**src/pkg/stop_pkg.sv**
```systemverilog
`default_nettype none
package stop_pkg;
	// Object indices seen over the link
	localparam logic [15:0] IDX_QUICK_STOP = 16'h605A;
	localparam logic [15:0] IDX_HALT = 16'h605D;
	localparam logic [15:0] IDX_DISABLE_OP = 16'h605C;
	localparam logic [15:0] IDX_OT_SELECT = 16'h2208;
	localparam logic [15:0] IDX_ESTOP_REQ = 16'h2D06;
	// Reset values
	localparam logic [15:0] RST_QUICK_STOP = 16'h0002;
	localparam logic [15:0] RST_HALT = 16'h0001;
	localparam logic [15:0] RST_DISABLE_OP = 16'h0000;
	localparam logic [15:0] RST_OT_SELECT = 16'h0001;
	localparam logic [15:0] RST_ESTOP_REQ = 16'h0000;
	// Legal ranges
	localparam logic [15:0] OT_MAX = 16'h0007;
	localparam logic [15:0] QS_MAX = 16'h0007;
	localparam logic [15:0] HALT_MIN = 16'h0001;
	localparam logic [15:0] HALT_MAX = 16'h0003;
	localparam logic [15:0] ESTOP_MAX = 16'h0001;
	localparam logic signed [15:0] DIS_MIN = -16'sh0004;
	localparam logic signed [15:0] DIS_MAX = 16'sh0001;
	localparam logic [15:0] OT_IGNORE = 16'h0007;
	localparam logic [15:0] QS_BRAKE_LIMIT = 16'h0004;
	// Control word bits
	localparam int CW_QUICK_STOP_BIT = 2;
	localparam int CW_HALT_BIT = 8;
	// Host APB register byte offsets
	localparam logic [7:0] OFS_CTRL = 8'h00;
	localparam logic [7:0] OFS_CFG_CMD = 8'h04;
	localparam logic [7:0] OFS_CFG_DATA = 8'h08;
	localparam logic [7:0] OFS_CFG_RESULT = 8'h0C;
	localparam logic [7:0] OFS_LINK_STATUS = 8'h10;
	localparam logic [7:0] OFS_IRQ_STATUS = 8'h14;
	localparam logic [7:0] OFS_IRQ_MASK = 8'h18;
	// Field positions
	localparam int CTRL_FWD_BIT = 16;
	localparam int CTRL_REV_BIT = 17;
	localparam int CFG_WRITE_BIT = 16;
	localparam int RES_ERR_BIT = 16;
	localparam int RES_BUSY_BIT = 17;
	localparam int IRQ_CFG_DONE = 0;
	localparam int IRQ_STOP_RISE = 1;
	localparam int IRQ_W = 2;
	typedef enum logic [2:0] {
		DEC_NONE = 3'h0,
		DEC_COAST = 3'h1,
		DEC_ZERO_SPEED = 3'h2,
		DEC_RAMP_PROFILE = 3'h3,
		DEC_RAMP_QUICK = 3'h4,
		DEC_RAMP_TORQUE = 3'h5,
		DEC_EMERG_TORQUE = 3'h6,
		DEC_DYN_BRAKE = 3'h7
	} decel_t;
	typedef enum logic [1:0] {
		HOLD_RUN = 2'h0,
		HOLD_DE_ENERGIZED = 2'h1,
		HOLD_POSITION_LOCK = 2'h2,
		HOLD_DYN_BRAKE = 2'h3
	} hold_t;
	typedef enum logic [1:0] {
		MODE_PP = 2'h0,
		MODE_PV = 2'h1,
		MODE_HM = 2'h2,
		MODE_PT = 2'h3
	} op_mode_t;
	typedef enum logic [2:0] {
		PH_IDLE = 3'b001,
		PH_STOPPING = 3'b010,
		PH_HOLDING = 3'b100
	} phase_t;
endpackage
`default_nettype wire

```
**src/pkg/stop_link_if.sv**
```systemverilog
`timescale 1ns/10ps
`default_nettype none
interface stop_link_if;
	logic [15:0] control_word;
	logic cmd_fwd;
	logic cmd_rev;
	logic cfg_req;
	logic cfg_write;
	logic [15:0] cfg_index;
	logic [15:0] cfg_wdata;
	logic cfg_ack;
	logic cfg_err;
	logic [15:0] cfg_rdata;
	logic stop_active;
	logic fwd_inhibit;
	logic rev_inhibit;
	modport device (input control_word, cmd_fwd, cmd_rev, cfg_req, cfg_write, cfg_index,
		cfg_wdata, output cfg_ack, cfg_err, cfg_rdata, stop_active, fwd_inhibit, rev_inhibit);
	modport host (output control_word, cmd_fwd, cmd_rev, cfg_req, cfg_write, cfg_index,
		cfg_wdata, input cfg_ack, cfg_err, cfg_rdata, stop_active, fwd_inhibit, rev_inhibit);
endinterface
`default_nettype wire

```
**src/logic/stop_device.sv**
```systemverilog
`timescale 1ns/10ps
`default_nettype none
module stop_device (
	// Clock and reset
	input wire logic pclk,
	input wire logic presetn,
	// Link to host
	stop_link_if.device link,
	// Limit switches and stop inputs
	input wire logic positive_limit_input,
	input wire logic negative_limit_input,
	input wire logic panic_stop_input,
	input wire logic input_function_fwd_limit,
	input wire logic input_function_rev_limit,
	input wire logic input_function_panic_stop,
	input wire logic fwd_limit_active_low,
	input wire logic rev_limit_active_low,
	input wire logic panic_active_low,
	// Drive context
	input wire logic brake_output_enable,
	input wire stop_pkg::op_mode_t op_mode,
	input wire logic motor_stopped,
	// Stop outputs
	output stop_pkg::decel_t decel_mode,
	output stop_pkg::hold_t hold_mode,
	output stop_pkg::phase_t phase,
	output logic [3:0] stop_cause
);
	typedef struct packed {
		stop_pkg::decel_t decel;
		stop_pkg::hold_t hold;
	} action_t;

	logic [15:0] quick_stop_option;
	logic [15:0] halt_option;
	logic [15:0] overtravel_stop_select;
	logic [15:0] emergency_stop_request;
	logic [15:0] disable_op_option;
	logic fwd_act, rev_act, panic_act, fwd_blk, rev_blk;
	logic ot_stop, qs_req, halt_req, any_stop;
	logic wr_ok;
	action_t next_action;
	stop_pkg::phase_t next_phase;

	function automatic action_t ot_map(input logic [15:0] code, input logic brake);
		action_t a;
		a = '{stop_pkg::DEC_NONE, stop_pkg::HOLD_RUN};
		if (brake)
			a = '{stop_pkg::DEC_RAMP_QUICK, stop_pkg::HOLD_POSITION_LOCK};
		else
		begin
			case (code[2:0])
				3'h0: a = '{stop_pkg::DEC_COAST, stop_pkg::HOLD_DE_ENERGIZED};
				3'h1: a = '{stop_pkg::DEC_ZERO_SPEED, stop_pkg::HOLD_POSITION_LOCK};
				3'h2: a = '{stop_pkg::DEC_ZERO_SPEED, stop_pkg::HOLD_DE_ENERGIZED};
				3'h3: a = '{stop_pkg::DEC_RAMP_QUICK, stop_pkg::HOLD_DE_ENERGIZED};
				3'h4: a = '{stop_pkg::DEC_RAMP_QUICK, stop_pkg::HOLD_POSITION_LOCK};
				3'h5: a = '{stop_pkg::DEC_DYN_BRAKE, stop_pkg::HOLD_DE_ENERGIZED};
				3'h6: a = '{stop_pkg::DEC_DYN_BRAKE, stop_pkg::HOLD_DYN_BRAKE};
				default: a = '{stop_pkg::DEC_NONE, stop_pkg::HOLD_RUN};
			endcase
		end
		return a;
	endfunction

	function automatic action_t qs_map(input logic [15:0] code, input logic brake);
		action_t a;
		a = '{stop_pkg::DEC_NONE, stop_pkg::HOLD_RUN};
		if (brake && code < stop_pkg::QS_BRAKE_LIMIT)
			a = '{stop_pkg::DEC_RAMP_QUICK, stop_pkg::HOLD_DE_ENERGIZED};
		else
		begin
			case (code[2:0])
				3'h0: a = '{stop_pkg::DEC_COAST, stop_pkg::HOLD_DE_ENERGIZED};
				3'h1: a = '{stop_pkg::DEC_RAMP_PROFILE, stop_pkg::HOLD_DE_ENERGIZED};
				3'h2: a = '{stop_pkg::DEC_RAMP_QUICK, stop_pkg::HOLD_DE_ENERGIZED};
				3'h3: a = '{stop_pkg::DEC_EMERG_TORQUE, stop_pkg::HOLD_DE_ENERGIZED};
				3'h5: a = '{stop_pkg::DEC_RAMP_PROFILE, stop_pkg::HOLD_POSITION_LOCK};
				3'h6: a = '{stop_pkg::DEC_RAMP_QUICK, stop_pkg::HOLD_POSITION_LOCK};
				3'h7: a = '{stop_pkg::DEC_EMERG_TORQUE, stop_pkg::HOLD_POSITION_LOCK};
				// Code 4 has no stop of its own; fall back to a quick ramp to stay safe
				default: a = '{stop_pkg::DEC_RAMP_QUICK, stop_pkg::HOLD_DE_ENERGIZED};
			endcase
		end
		return a;
	endfunction

	function automatic action_t dis_map(input logic [15:0] code);
		action_t a;
		a = '{stop_pkg::DEC_NONE, stop_pkg::HOLD_RUN};
		case (code)
			16'hFFFC: a = '{stop_pkg::DEC_RAMP_QUICK, stop_pkg::HOLD_DYN_BRAKE};
			16'hFFFD: a = '{stop_pkg::DEC_ZERO_SPEED, stop_pkg::HOLD_DYN_BRAKE};
			16'hFFFE: a = '{stop_pkg::DEC_RAMP_PROFILE, stop_pkg::HOLD_DYN_BRAKE};
			16'hFFFF: a = '{stop_pkg::DEC_DYN_BRAKE, stop_pkg::HOLD_DYN_BRAKE};
			16'h0001: a = '{stop_pkg::DEC_RAMP_PROFILE, stop_pkg::HOLD_DE_ENERGIZED};
			default: a = '{stop_pkg::DEC_COAST, stop_pkg::HOLD_DE_ENERGIZED};
		endcase
		return a;
	endfunction

	function automatic action_t halt_map(input logic [15:0] code, input stop_pkg::op_mode_t m);
		action_t a;
		a = '{stop_pkg::DEC_RAMP_PROFILE, stop_pkg::HOLD_POSITION_LOCK};
		if (m == stop_pkg::MODE_PT)
			a = '{stop_pkg::DEC_RAMP_TORQUE, stop_pkg::HOLD_POSITION_LOCK};
		else
		begin
			case (code[1:0])
				2'h2: a = '{stop_pkg::DEC_RAMP_QUICK, stop_pkg::HOLD_POSITION_LOCK};
				2'h3: a = '{stop_pkg::DEC_EMERG_TORQUE, stop_pkg::HOLD_POSITION_LOCK};
				default: a = '{stop_pkg::DEC_RAMP_PROFILE, stop_pkg::HOLD_POSITION_LOCK};
			endcase
		end
		return a;
	endfunction

	// Level-driven limit sensing, polarity per input
	assign fwd_act = input_function_fwd_limit && (positive_limit_input ^ fwd_limit_active_low);
	assign rev_act = input_function_rev_limit && (negative_limit_input ^ rev_limit_active_low);
	assign panic_act = input_function_panic_stop && (panic_stop_input ^ panic_active_low);
	assign fwd_blk = fwd_act && (overtravel_stop_select != stop_pkg::OT_IGNORE);
	assign rev_blk = rev_act && (overtravel_stop_select != stop_pkg::OT_IGNORE);
	// A command heading away from the tripped limit releases the stop
	assign ot_stop = (fwd_blk && !link.cmd_rev) || (rev_blk && !link.cmd_fwd);
	assign qs_req = !link.control_word[stop_pkg::CW_QUICK_STOP_BIT];
	assign halt_req = link.control_word[stop_pkg::CW_HALT_BIT];
	assign any_stop = panic_act || emergency_stop_request[0] || ot_stop || qs_req || halt_req;

	// Severity order: panic, stop parameter, overtravel, quick stop, halt
	always_comb
	begin
		next_action = '{stop_pkg::DEC_NONE, stop_pkg::HOLD_RUN};
		if (panic_act)
			next_action = qs_map(quick_stop_option, brake_output_enable);
		else if (emergency_stop_request[0])
			next_action = dis_map(disable_op_option);
		else if (ot_stop)
			next_action = ot_map(overtravel_stop_select, brake_output_enable);
		else if (qs_req)
			next_action = qs_map(quick_stop_option, brake_output_enable);
		else if (halt_req)
			next_action = halt_map(halt_option, op_mode);
	end

	always_comb
	begin
		next_phase = phase;
		case (phase)
			stop_pkg::PH_IDLE: if (any_stop) next_phase = stop_pkg::PH_STOPPING;
			stop_pkg::PH_STOPPING: if (!any_stop) next_phase = stop_pkg::PH_IDLE;
				else if (motor_stopped) next_phase = stop_pkg::PH_HOLDING;
			stop_pkg::PH_HOLDING: if (!any_stop) next_phase = stop_pkg::PH_IDLE;
			default: next_phase = stop_pkg::PH_IDLE;
		endcase
	end

	always_ff @(posedge pclk or negedge presetn)
	begin
		if (!presetn)
		begin
			phase <= stop_pkg::PH_IDLE;
			decel_mode <= stop_pkg::DEC_NONE;
			hold_mode <= stop_pkg::HOLD_RUN;
			stop_cause <= 4'h0;
			link.stop_active <= 1'b0;
			link.fwd_inhibit <= 1'b0;
			link.rev_inhibit <= 1'b0;
		end
		else
		begin
			phase <= next_phase;
			decel_mode <= next_action.decel;
			hold_mode <= next_action.hold;
			stop_cause <= {panic_act | emergency_stop_request[0], ot_stop, qs_req, halt_req};
			link.stop_active <= any_stop;
			link.fwd_inhibit <= fwd_blk;
			link.rev_inhibit <= rev_blk;
		end
	end

	// Writes outside an object's range are refused and leave it unchanged
	always_comb
	begin
		wr_ok = 1'b0;
		case (link.cfg_index)
			stop_pkg::IDX_QUICK_STOP: wr_ok = link.cfg_wdata <= stop_pkg::QS_MAX;
			stop_pkg::IDX_HALT: wr_ok = link.cfg_wdata >= stop_pkg::HALT_MIN
				&& link.cfg_wdata <= stop_pkg::HALT_MAX;
			stop_pkg::IDX_OT_SELECT: wr_ok = link.cfg_wdata <= stop_pkg::OT_MAX;
			stop_pkg::IDX_ESTOP_REQ: wr_ok = link.cfg_wdata <= stop_pkg::ESTOP_MAX;
			stop_pkg::IDX_DISABLE_OP: wr_ok = $signed(link.cfg_wdata) >= stop_pkg::DIS_MIN
				&& $signed(link.cfg_wdata) <= stop_pkg::DIS_MAX;
			default: wr_ok = 1'b0;
		endcase
	end

	always_ff @(posedge pclk or negedge presetn)
	begin
		if (!presetn)
		begin
			quick_stop_option <= stop_pkg::RST_QUICK_STOP;
			halt_option <= stop_pkg::RST_HALT;
			overtravel_stop_select <= stop_pkg::RST_OT_SELECT;
			emergency_stop_request <= stop_pkg::RST_ESTOP_REQ;
			disable_op_option <= stop_pkg::RST_DISABLE_OP;
		end
		else if (link.cfg_req && link.cfg_write && wr_ok)
		begin
			case (link.cfg_index)
				stop_pkg::IDX_QUICK_STOP: quick_stop_option <= link.cfg_wdata;
				stop_pkg::IDX_HALT: halt_option <= link.cfg_wdata;
				stop_pkg::IDX_OT_SELECT: overtravel_stop_select <= link.cfg_wdata;
				stop_pkg::IDX_ESTOP_REQ: emergency_stop_request <= link.cfg_wdata;
				stop_pkg::IDX_DISABLE_OP: disable_op_option <= link.cfg_wdata;
				default: disable_op_option <= disable_op_option;
			endcase
		end
	end

	always_ff @(posedge pclk or negedge presetn)
	begin
		if (!presetn)
		begin
			link.cfg_ack <= 1'b0;
			link.cfg_err <= 1'b0;
			link.cfg_rdata <= 16'h0000;
		end
		else
		begin
			link.cfg_ack <= link.cfg_req;
			if (link.cfg_req)
			begin
				link.cfg_err <= link.cfg_write ? !wr_ok : 1'b0;
				case (link.cfg_index)
					stop_pkg::IDX_QUICK_STOP: link.cfg_rdata <= quick_stop_option;
					stop_pkg::IDX_HALT: link.cfg_rdata <= halt_option;
					stop_pkg::IDX_OT_SELECT: link.cfg_rdata <= overtravel_stop_select;
					stop_pkg::IDX_ESTOP_REQ: link.cfg_rdata <= emergency_stop_request;
					stop_pkg::IDX_DISABLE_OP: link.cfg_rdata <= disable_op_option;
					default:
					begin
						link.cfg_rdata <= 16'h0000;
						link.cfg_err <= 1'b1;
					end
				endcase
			end
		end
	end
endmodule
`default_nettype wire

```
**src/flat_wrapper.sv**
```systemverilog
// flat-port wrapper written by rule: the top's interface ports become plain ports
module stop_device_flat 
  (pclk, presetn, positive_limit_input, negative_limit_input, panic_stop_input, input_function_fwd_limit, input_function_rev_limit, input_function_panic_stop, fwd_limit_active_low, rev_limit_active_low, panic_active_low, brake_output_enable, op_mode, motor_stopped, decel_mode, hold_mode, phase, stop_cause, link_control_word, link_cmd_fwd, link_cmd_rev, link_cfg_req, link_cfg_write, link_cfg_index, link_cfg_wdata, link_cfg_ack, link_cfg_err, link_cfg_rdata, link_stop_active, link_fwd_inhibit, link_rev_inhibit);
  stop_link_if link_i ();
  input wire logic pclk;
  input wire logic presetn;
  input wire logic positive_limit_input;
  input wire logic negative_limit_input;
  input wire logic panic_stop_input;
  input wire logic input_function_fwd_limit;
  input wire logic input_function_rev_limit;
  input wire logic input_function_panic_stop;
  input wire logic fwd_limit_active_low;
  input wire logic rev_limit_active_low;
  input wire logic panic_active_low;
  input wire logic brake_output_enable;
  input wire stop_pkg::op_mode_t op_mode;
  input wire logic motor_stopped;
  output stop_pkg::decel_t decel_mode;
  output stop_pkg::hold_t hold_mode;
  output stop_pkg::phase_t phase;
  output logic [3:0] stop_cause;
  input wire logic [$bits(link_i.control_word)-1:0] link_control_word;
  input wire logic [$bits(link_i.cmd_fwd)-1:0] link_cmd_fwd;
  input wire logic [$bits(link_i.cmd_rev)-1:0] link_cmd_rev;
  input wire logic [$bits(link_i.cfg_req)-1:0] link_cfg_req;
  input wire logic [$bits(link_i.cfg_write)-1:0] link_cfg_write;
  input wire logic [$bits(link_i.cfg_index)-1:0] link_cfg_index;
  input wire logic [$bits(link_i.cfg_wdata)-1:0] link_cfg_wdata;
  output wire logic [$bits(link_i.cfg_ack)-1:0] link_cfg_ack;
  output wire logic [$bits(link_i.cfg_err)-1:0] link_cfg_err;
  output wire logic [$bits(link_i.cfg_rdata)-1:0] link_cfg_rdata;
  output wire logic [$bits(link_i.stop_active)-1:0] link_stop_active;
  output wire logic [$bits(link_i.fwd_inhibit)-1:0] link_fwd_inhibit;
  output wire logic [$bits(link_i.rev_inhibit)-1:0] link_rev_inhibit;
  assign link_i.control_word = link_control_word;
  assign link_i.cmd_fwd = link_cmd_fwd;
  assign link_i.cmd_rev = link_cmd_rev;
  assign link_i.cfg_req = link_cfg_req;
  assign link_i.cfg_write = link_cfg_write;
  assign link_i.cfg_index = link_cfg_index;
  assign link_i.cfg_wdata = link_cfg_wdata;
  assign link_cfg_ack = link_i.cfg_ack;
  assign link_cfg_err = link_i.cfg_err;
  assign link_cfg_rdata = link_i.cfg_rdata;
  assign link_stop_active = link_i.stop_active;
  assign link_fwd_inhibit = link_i.fwd_inhibit;
  assign link_rev_inhibit = link_i.rev_inhibit;
  stop_device u_core (.pclk(pclk), .presetn(presetn), .link(link_i), .positive_limit_input(positive_limit_input), .negative_limit_input(negative_limit_input), .panic_stop_input(panic_stop_input), .input_function_fwd_limit(input_function_fwd_limit), .input_function_rev_limit(input_function_rev_limit), .input_function_panic_stop(input_function_panic_stop), .fwd_limit_active_low(fwd_limit_active_low), .rev_limit_active_low(rev_limit_active_low), .panic_active_low(panic_active_low), .brake_output_enable(brake_output_enable), .op_mode(op_mode), .motor_stopped(motor_stopped), .decel_mode(decel_mode), .hold_mode(hold_mode), .phase(phase), .stop_cause(stop_cause));
endmodule
```
**config.mk**
```make
export PLATFORM = sky130hd
export DESIGN_NAME = stop_device_flat
export DESIGN_NICKNAME = d
export VERILOG_FILES = /design/src/pkg/stop_pkg.sv /design/src/pkg/stop_link_if.sv /design/src/logic/stop_device.sv /design/src/flat_wrapper.sv
export SDC_FILE = /design/constraint.sdc
export NUM_CORES = 1
export LEC_CHECK = 0
export ABC_CLOCK_PERIOD_IN_PS = 4000
export BUFFER_PORTS_ARGS = -buffer_cell sky130_fd_sc_hd__clkbuf_2
export CORE_UTILIZATION = 59
export DETAILED_ROUTE_END_ITERATION = 8
export PLACE_DENSITY = 0.85
export SETUP_SLACK_MARGIN = 0.4
export SLEW_MARGIN = 20
export SYNTH_ARGS = -nofsm -noshare
export SYNTH_HDL_FRONTEND = slang
export SYNTH_SLANG_ARGS = --single-unit
```
**constraint.sdc**
```tcl
create_clock -name pclk -period 4 [get_ports pclk]
set_input_delay 0.8 -clock pclk [delete_from_list [all_inputs] [get_ports pclk]]
set_output_delay 0.8 -clock pclk [all_outputs]
set_load 0.02 [all_outputs]
```
-- Yosys cells after proc, flatten, opt, wreduce, memory -nomap -nowiden
Index checks and enable logic that the tools add are counted.
- register bits: 113
- word-level logic and storage cells: 109
- order comparisons: 7
- eq/ne operators: 31
- multiplexer cells: 21
- bitwise logic cells: 4
- reduce and logical (&&, ||, !) cells: 31
- operators with widths (operator ; count):
    16-bit one-hot mux with 5 select lines ; 1
    16-bit equality test (second input constant) ; 4
    16-bit by 15-bit equality test with 1-bit output (second input constant) ; 3
    5-bit 2-to-1 mux ; 8
    5-bit one-hot mux with 7 select lines ; 1
    16-bit by 14-bit equality test with 1-bit output (second input constant) ; 2
    16-bit by 2-bit <= comparator with 1-bit output (second input constant) ; 2
    5-bit one-hot mux with 6 select lines ; 1
    5-bit one-hot mux with 5 select lines ; 1
    3-bit equality test (second input constant) ; 7
    16-bit by 1-bit equality test with 1-bit output (second input constant) ; 1
    16-bit by 1-bit >= comparator with 1-bit output (second input constant) ; 1
    16-bit by 3-bit >= comparator with 1-bit output (second input constant) ; 1
    16-bit by 1-bit <= comparator with 1-bit output (second input constant) ; 1
    16-bit by 3-bit <= comparator with 1-bit output (second input constant) ; 1
    16-bit by 3-bit less-than comparator with 1-bit output (second input constant) ; 1
    16-bit by 3-bit inequality test with 1-bit output (second input constant) ; 1
    3-bit by 2-bit equality test with 1-bit output (second input constant) ; 4
    1-bit logical AND ; 12
    3-bit 2-to-1 mux ; 4
    5-bit one-hot mux with 2 select lines ; 1
    2-bit AND reduction ; 5
    3-bit by 1-bit equality test with 1-bit output (second input constant) ; 3
    3-bit one-hot mux with 3 select lines ; 1
    other kinds (14) ; 27

-- Longest topological paths before layout
- word-level depth: 10
- mapped depth: 9

-- Worst setup path after synthesis
Ideal clock, no wire load.
- kind: input -> register
- start: input link_cfg_index[15]
- end: register u_core.overtravel_stop_select[10]
- library setup time: 0.133 ns
- arrival time: 2.469 ns
- required time: 3.867 ns
- slack: 1.398 ns
- stages on the path: 9
- buffers on the path: 3
- cells stage by stage: nor4b_1 and4_1 buf_2 nor2b_4 o41ai_4 o31ai_2 buf_2 buf_6 a21boi_1
- longest elaborated chain between the ends: 5
- ends and longest elaborated chain (what ; line ; text):
    start, declared ; flat_wrapper.sv:28 ; input wire logic [$bits(link_i.cfg_index)-1:0] link_cfg_index;
    16-bit by 15-bit equality test with 1-bit output / 16-bit by 14-bit equality test with 1-bit output (equally long branches) ; stop_device.sv:186, stop_device.sv:210 ;
    2-bit OR reduction (no line) ; n/a ;
    1-bit one-hot mux with 4 select lines ; stop_device.sv:186 ; case (link.cfg_index)
    1-bit logical AND ; stop_device.sv:208 ; else if (link.cfg_req && link.cfg_write && wr_ok)
    2-bit AND reduction (no line) (*) ; n/a ;
    end signal, assigned ; stop_device.sv:204 ; overtravel_stop_select <= stop_pkg::RST_OT_SELECT;
    end signal, assigned ; stop_device.sv:213 ; stop_pkg::IDX_OT_SELECT: overtravel_stop_select <= link.cfg_wdata;
    end, declared ; stop_device.sv:36 ; logic [15:0] overtravel_stop_select;
Mark *: on every way between the ends. The rest lies on a longest branch, timed or not.
A chain may end at the register's enable or synchronous reset.

-- Worst setup path after layout
- start: input link_cfg_index[15]
- end: register u_core.disable_op_option[3]
- longest elaborated chain between the ends: 5
- ends and longest elaborated chain (what ; line ; text):
    16-bit by 15-bit equality test with 1-bit output / 16-bit by 14-bit equality test with 1-bit output (equally long branches) ; stop_device.sv:186 ;
    2-bit OR reduction (no line) ; n/a ;
    1-bit one-hot mux with 4 select lines ; stop_device.sv:186 ;
    1-bit logical AND ; stop_device.sv:208 ;
    2-bit AND reduction (no line) (*) ; n/a ;
    end signal, assigned ; stop_device.sv:206 ; disable_op_option <= stop_pkg::RST_DISABLE_OP;
    end signal, assigned ; stop_device.sv:215 ; stop_pkg::IDX_DISABLE_OP: disable_op_option <= link.cfg_wdata;
    end signal, assigned ; stop_device.sv:216 ; default: disable_op_option <= disable_op_option;
    end, declared ; stop_device.sv:38 ; logic [15:0] disable_op_option;
Marks and branches as above.

==> metrics.csv <==
metric,value,unit
outcome,finished clean,
crit_start,link_cfg_index[15],
dieArea,9020,sq um
ant_nets,0,
slew_headroom,0.350,
synthSimpleGateAreaFrac,0.181,
grt-ovfl-total,0,
finalHoldViolCount,0,
drive_above_1_share,0.258,
max_freq,0.328,GHz
grt_pass1_vias,4125,
ys_seq_area_frac,0.555,
yosysUniqueCellTypes,59,
setup_viol,0,
cts.htree.levels,4,
crit_chain,"clkbuf_2, nor4b_1, and4_1, buf_4, and3_1, o21ai_0, nor2_1, o21ai_0",
yosysTopAreaCell,dfrtp_1,
cts_tree,done,
grt_use_total,0.314,
critPathRequiredTime,4350,ps
synth.cells.most_frequent,"109 x dfrtp_1, 35 x nand2_1, 31 x o21ai_0",
ys_ff_latch,113,
core_area,8300,sq um
hold_buffers,0,
port_buffers,85,
peakVddDrop,0.386,mV
synthXorXnorAreaFrac,0.0120,
cap_violations,0,
crit_path_frequent_cell,o21ai_0,
clk-insertion-delay-late,520,ps
drv_slew,0,
nets,628,
drt_first_pass_iters,7,
fin_worst_skew,5.88,ps
dr.first_iter.drc_count,491,
fill_cells,558,
synthMuxAreaShare,0.0150,
rows,33,
synth_adder_area_share,0,
io_pins,100,
power_density,458,nW/um^2
grt_setup_unrepaired,no,
drc,0,
clock_path_buffers,2,
synth.most_common_cell,dfrtp_1,
synth-compound-area-share,0.206,
antenna_found_initial,0,
path_clk_slew,60,ps
end_kind,register,
design_area,6170,sq um
avgSynthCellArea,10.7,sq um
r2r-start,u_core.overtravel_stop_select[5]$_DFFE_PN0P_,
die_w,95.0,um
critical_path_arrival,3400,ps
start_util,0.615,
clock_sinks,113,
vias_per_cell,6.44,
synthesis.nets,544,
dp_hpwl,8600,um
critical_path_class,primary input to register,
yosysWarningCount,0,
synth_top_family_by_area,compound AO/OA/AOI/OAI gates,
setup_ws,949,ps
p_leak,2.82,nW
clockRootBuffer,clkbuf_8,
place_ws,661,ps
tightest_slew,975,ps
vias,4371,
min_period_over_period,0.763,
cts_made_buffers,17,
cpPeakStageDelay,620,ps
netlist_area,5100,sq um
grt_start_max_net_pins,60,
post-cts-setup-buffers,0,
place_area,5610,sq um
synth_top_area_frac,0.535,
areaGrowthSynthToFinish,20.9,%
grt_pass1_wl,21000,um
tns,0,ps
synth.area.top_cells,"dfrtp_1 53%, a222oi_1 3.1%, o21ai_0 3.0%, a21boi_0 2.6%, nand2_1 2.6%",
post-route-min-period,3050,ps
syn_inst,477,
synth-async-reset-ratio,1.00,
wire_per_inst,19.3,um
postCtsResizedCells,0,
hold_class,primary input to asynchronous set/reset pin,
start_kind,primary input,
routed_wl,13100,um
synth-main-ff-cell,dfrtp_1,
die_h,95.0,um
diodes,0,
crit_fanout,23,
synth_edf_count,0,
place_congestion,0.929,
cp_slowest_cell,nor2_1,
routing by layer:
layer | vias up | GRT usage | part of all wire
met1 | 2175 | 0.414 | 0.42
met4 | 0 | 0.105 | 0.017
li1 | 1966 | - | -
met2 | 206 | 0.502 | 0.50
met3 | 24 | 0.0886 | 0.069
met5 | - | 0 | 0
power breakdown:
group / switching, W / internal (W) / total (W)
logic: 0.000149 / 0.0000825 / 0.000232
registers: 0.0000296 / 0.00118 / 0.00121
clock network: 0.000529 / 0.000852 / 0.00138
through the flow:
stage          power (W)  hold slack [ps]   util  cells
3_5_place_dp     0.00146              492  0.676    647
2_1_floorplan    0.00135              465      -    477
5_1_grt          0.00292              401  0.743    679
4_1_cts          0.00284              366  0.743    679
6_report         0.00283              347  0.743    679
3_3_place_gp     0.00145              483  0.676    647
flip-flops by register name (all words and copies together) (netlist names):
| signal | cells |
|---|---|
| u_core.overtravel_stop_select | 16 |
| u_core.link.stop_active | 1 |
| u_core.disable_op_option | 16 |
| u_core.decel_mode | 3 |
| u_core.emergency_stop_request | 16 |
| u_core.link.cfg_ack | 1 |
| u_core.quick_stop_option | 16 |
| u_core.link.fwd_inhibit | 1 |
| u_core.link.cfg_err | 1 |
| u_core.phase | 3 |
| u_core.link.cfg_rdata | 16 |
| u_core.halt_option | 16 |
| u_core.stop_cause | 4 |
| u_core.link.rev_inhibit | 1 |
| u_core.hold_mode | 2 |
cells in the final DEF, fill, tap and decap left out, drive strengths merged, types with 3 or more instances in the layout:
| cell type | count |
|---|---|
| and2 | 16 |
| nor4 | 12 |
| nand3 | 8 |
| and4 | 3 |
| nor3 | 8 |
| nand3b | 5 |
| nor4b | 5 |
| a21boi | 28 |
| a31oi | 19 |
| dfstp | 4 |
| clkbuf | 103 |
| o211ai | 5 |
| clkinvlp | 4 |
| buf | 11 |
| dfrtp | 109 |
| mux2 | 5 |
| a21oi | 11 |
| nor2 | 29 |
| nor2b | 18 |
| a211oi | 3 |
| a22oi | 16 |
| a31o | 3 |
| xnor2 | 3 |
| and3 | 3 |
| or4 | 3 |
| nand4 | 11 |
| clkinv | 6 |
| a222oi | 16 |
| xor2 | 4 |
| inv | 10 |
| o21ai | 32 |
| nand2 | 35 |
critical path, delay by kind of cell:
kind | cells | cell delay [ps]
AOI/OAI and AO/OA | 2 | 460
buffers and inverters | 2 | 380
and+or+nand+nor | 4 | 1750
kinds of logic after synthesis:
kind of cell,count (synthesis)
simple gates,166
compound gates,146
flops,113
buf+inv,38
xor+xnor,7
mux,7
final cells by class:
class | instances | area, sq um | share of cell area
multi-input cells | 326 | 2120 | 0.343
repair buffers | 95 | 503 | 0.0816
clock buffers | 19 | 442 | 0.0716
flip-flops and latches | 113 | 2830 | 0.459
inverters | 8 | 30.0 | 0.00487
clock inverters | 13 | 111 | 0.0181
well taps | 105 | 131 | 0.0213
path summary, 6_finish.rpt:
kind                            slack [ps]                                       to  depth (start not counted)
worst max-delay path                   950  u_core.disable_op_option[3]$_DFFE_PN0P_                          8
worst min-delay path                   350        u_core.link.fwd_inhibit$_DFF_PN0_                          1
worst max register to register        1400           u_core.decel_mode[0]$_DFF_PN0_                          6
worst min register to register         510       u_core.halt_option[11]$_DFFE_PN0P_                          1
max in group asynchronous             2730        u_core.halt_option[0]$_DFFE_PN1P_                          2
min in group pclk                      490        u_core.link.fwd_inhibit$_DFF_PN0_                          3
(Power assumes the default switching activity.)
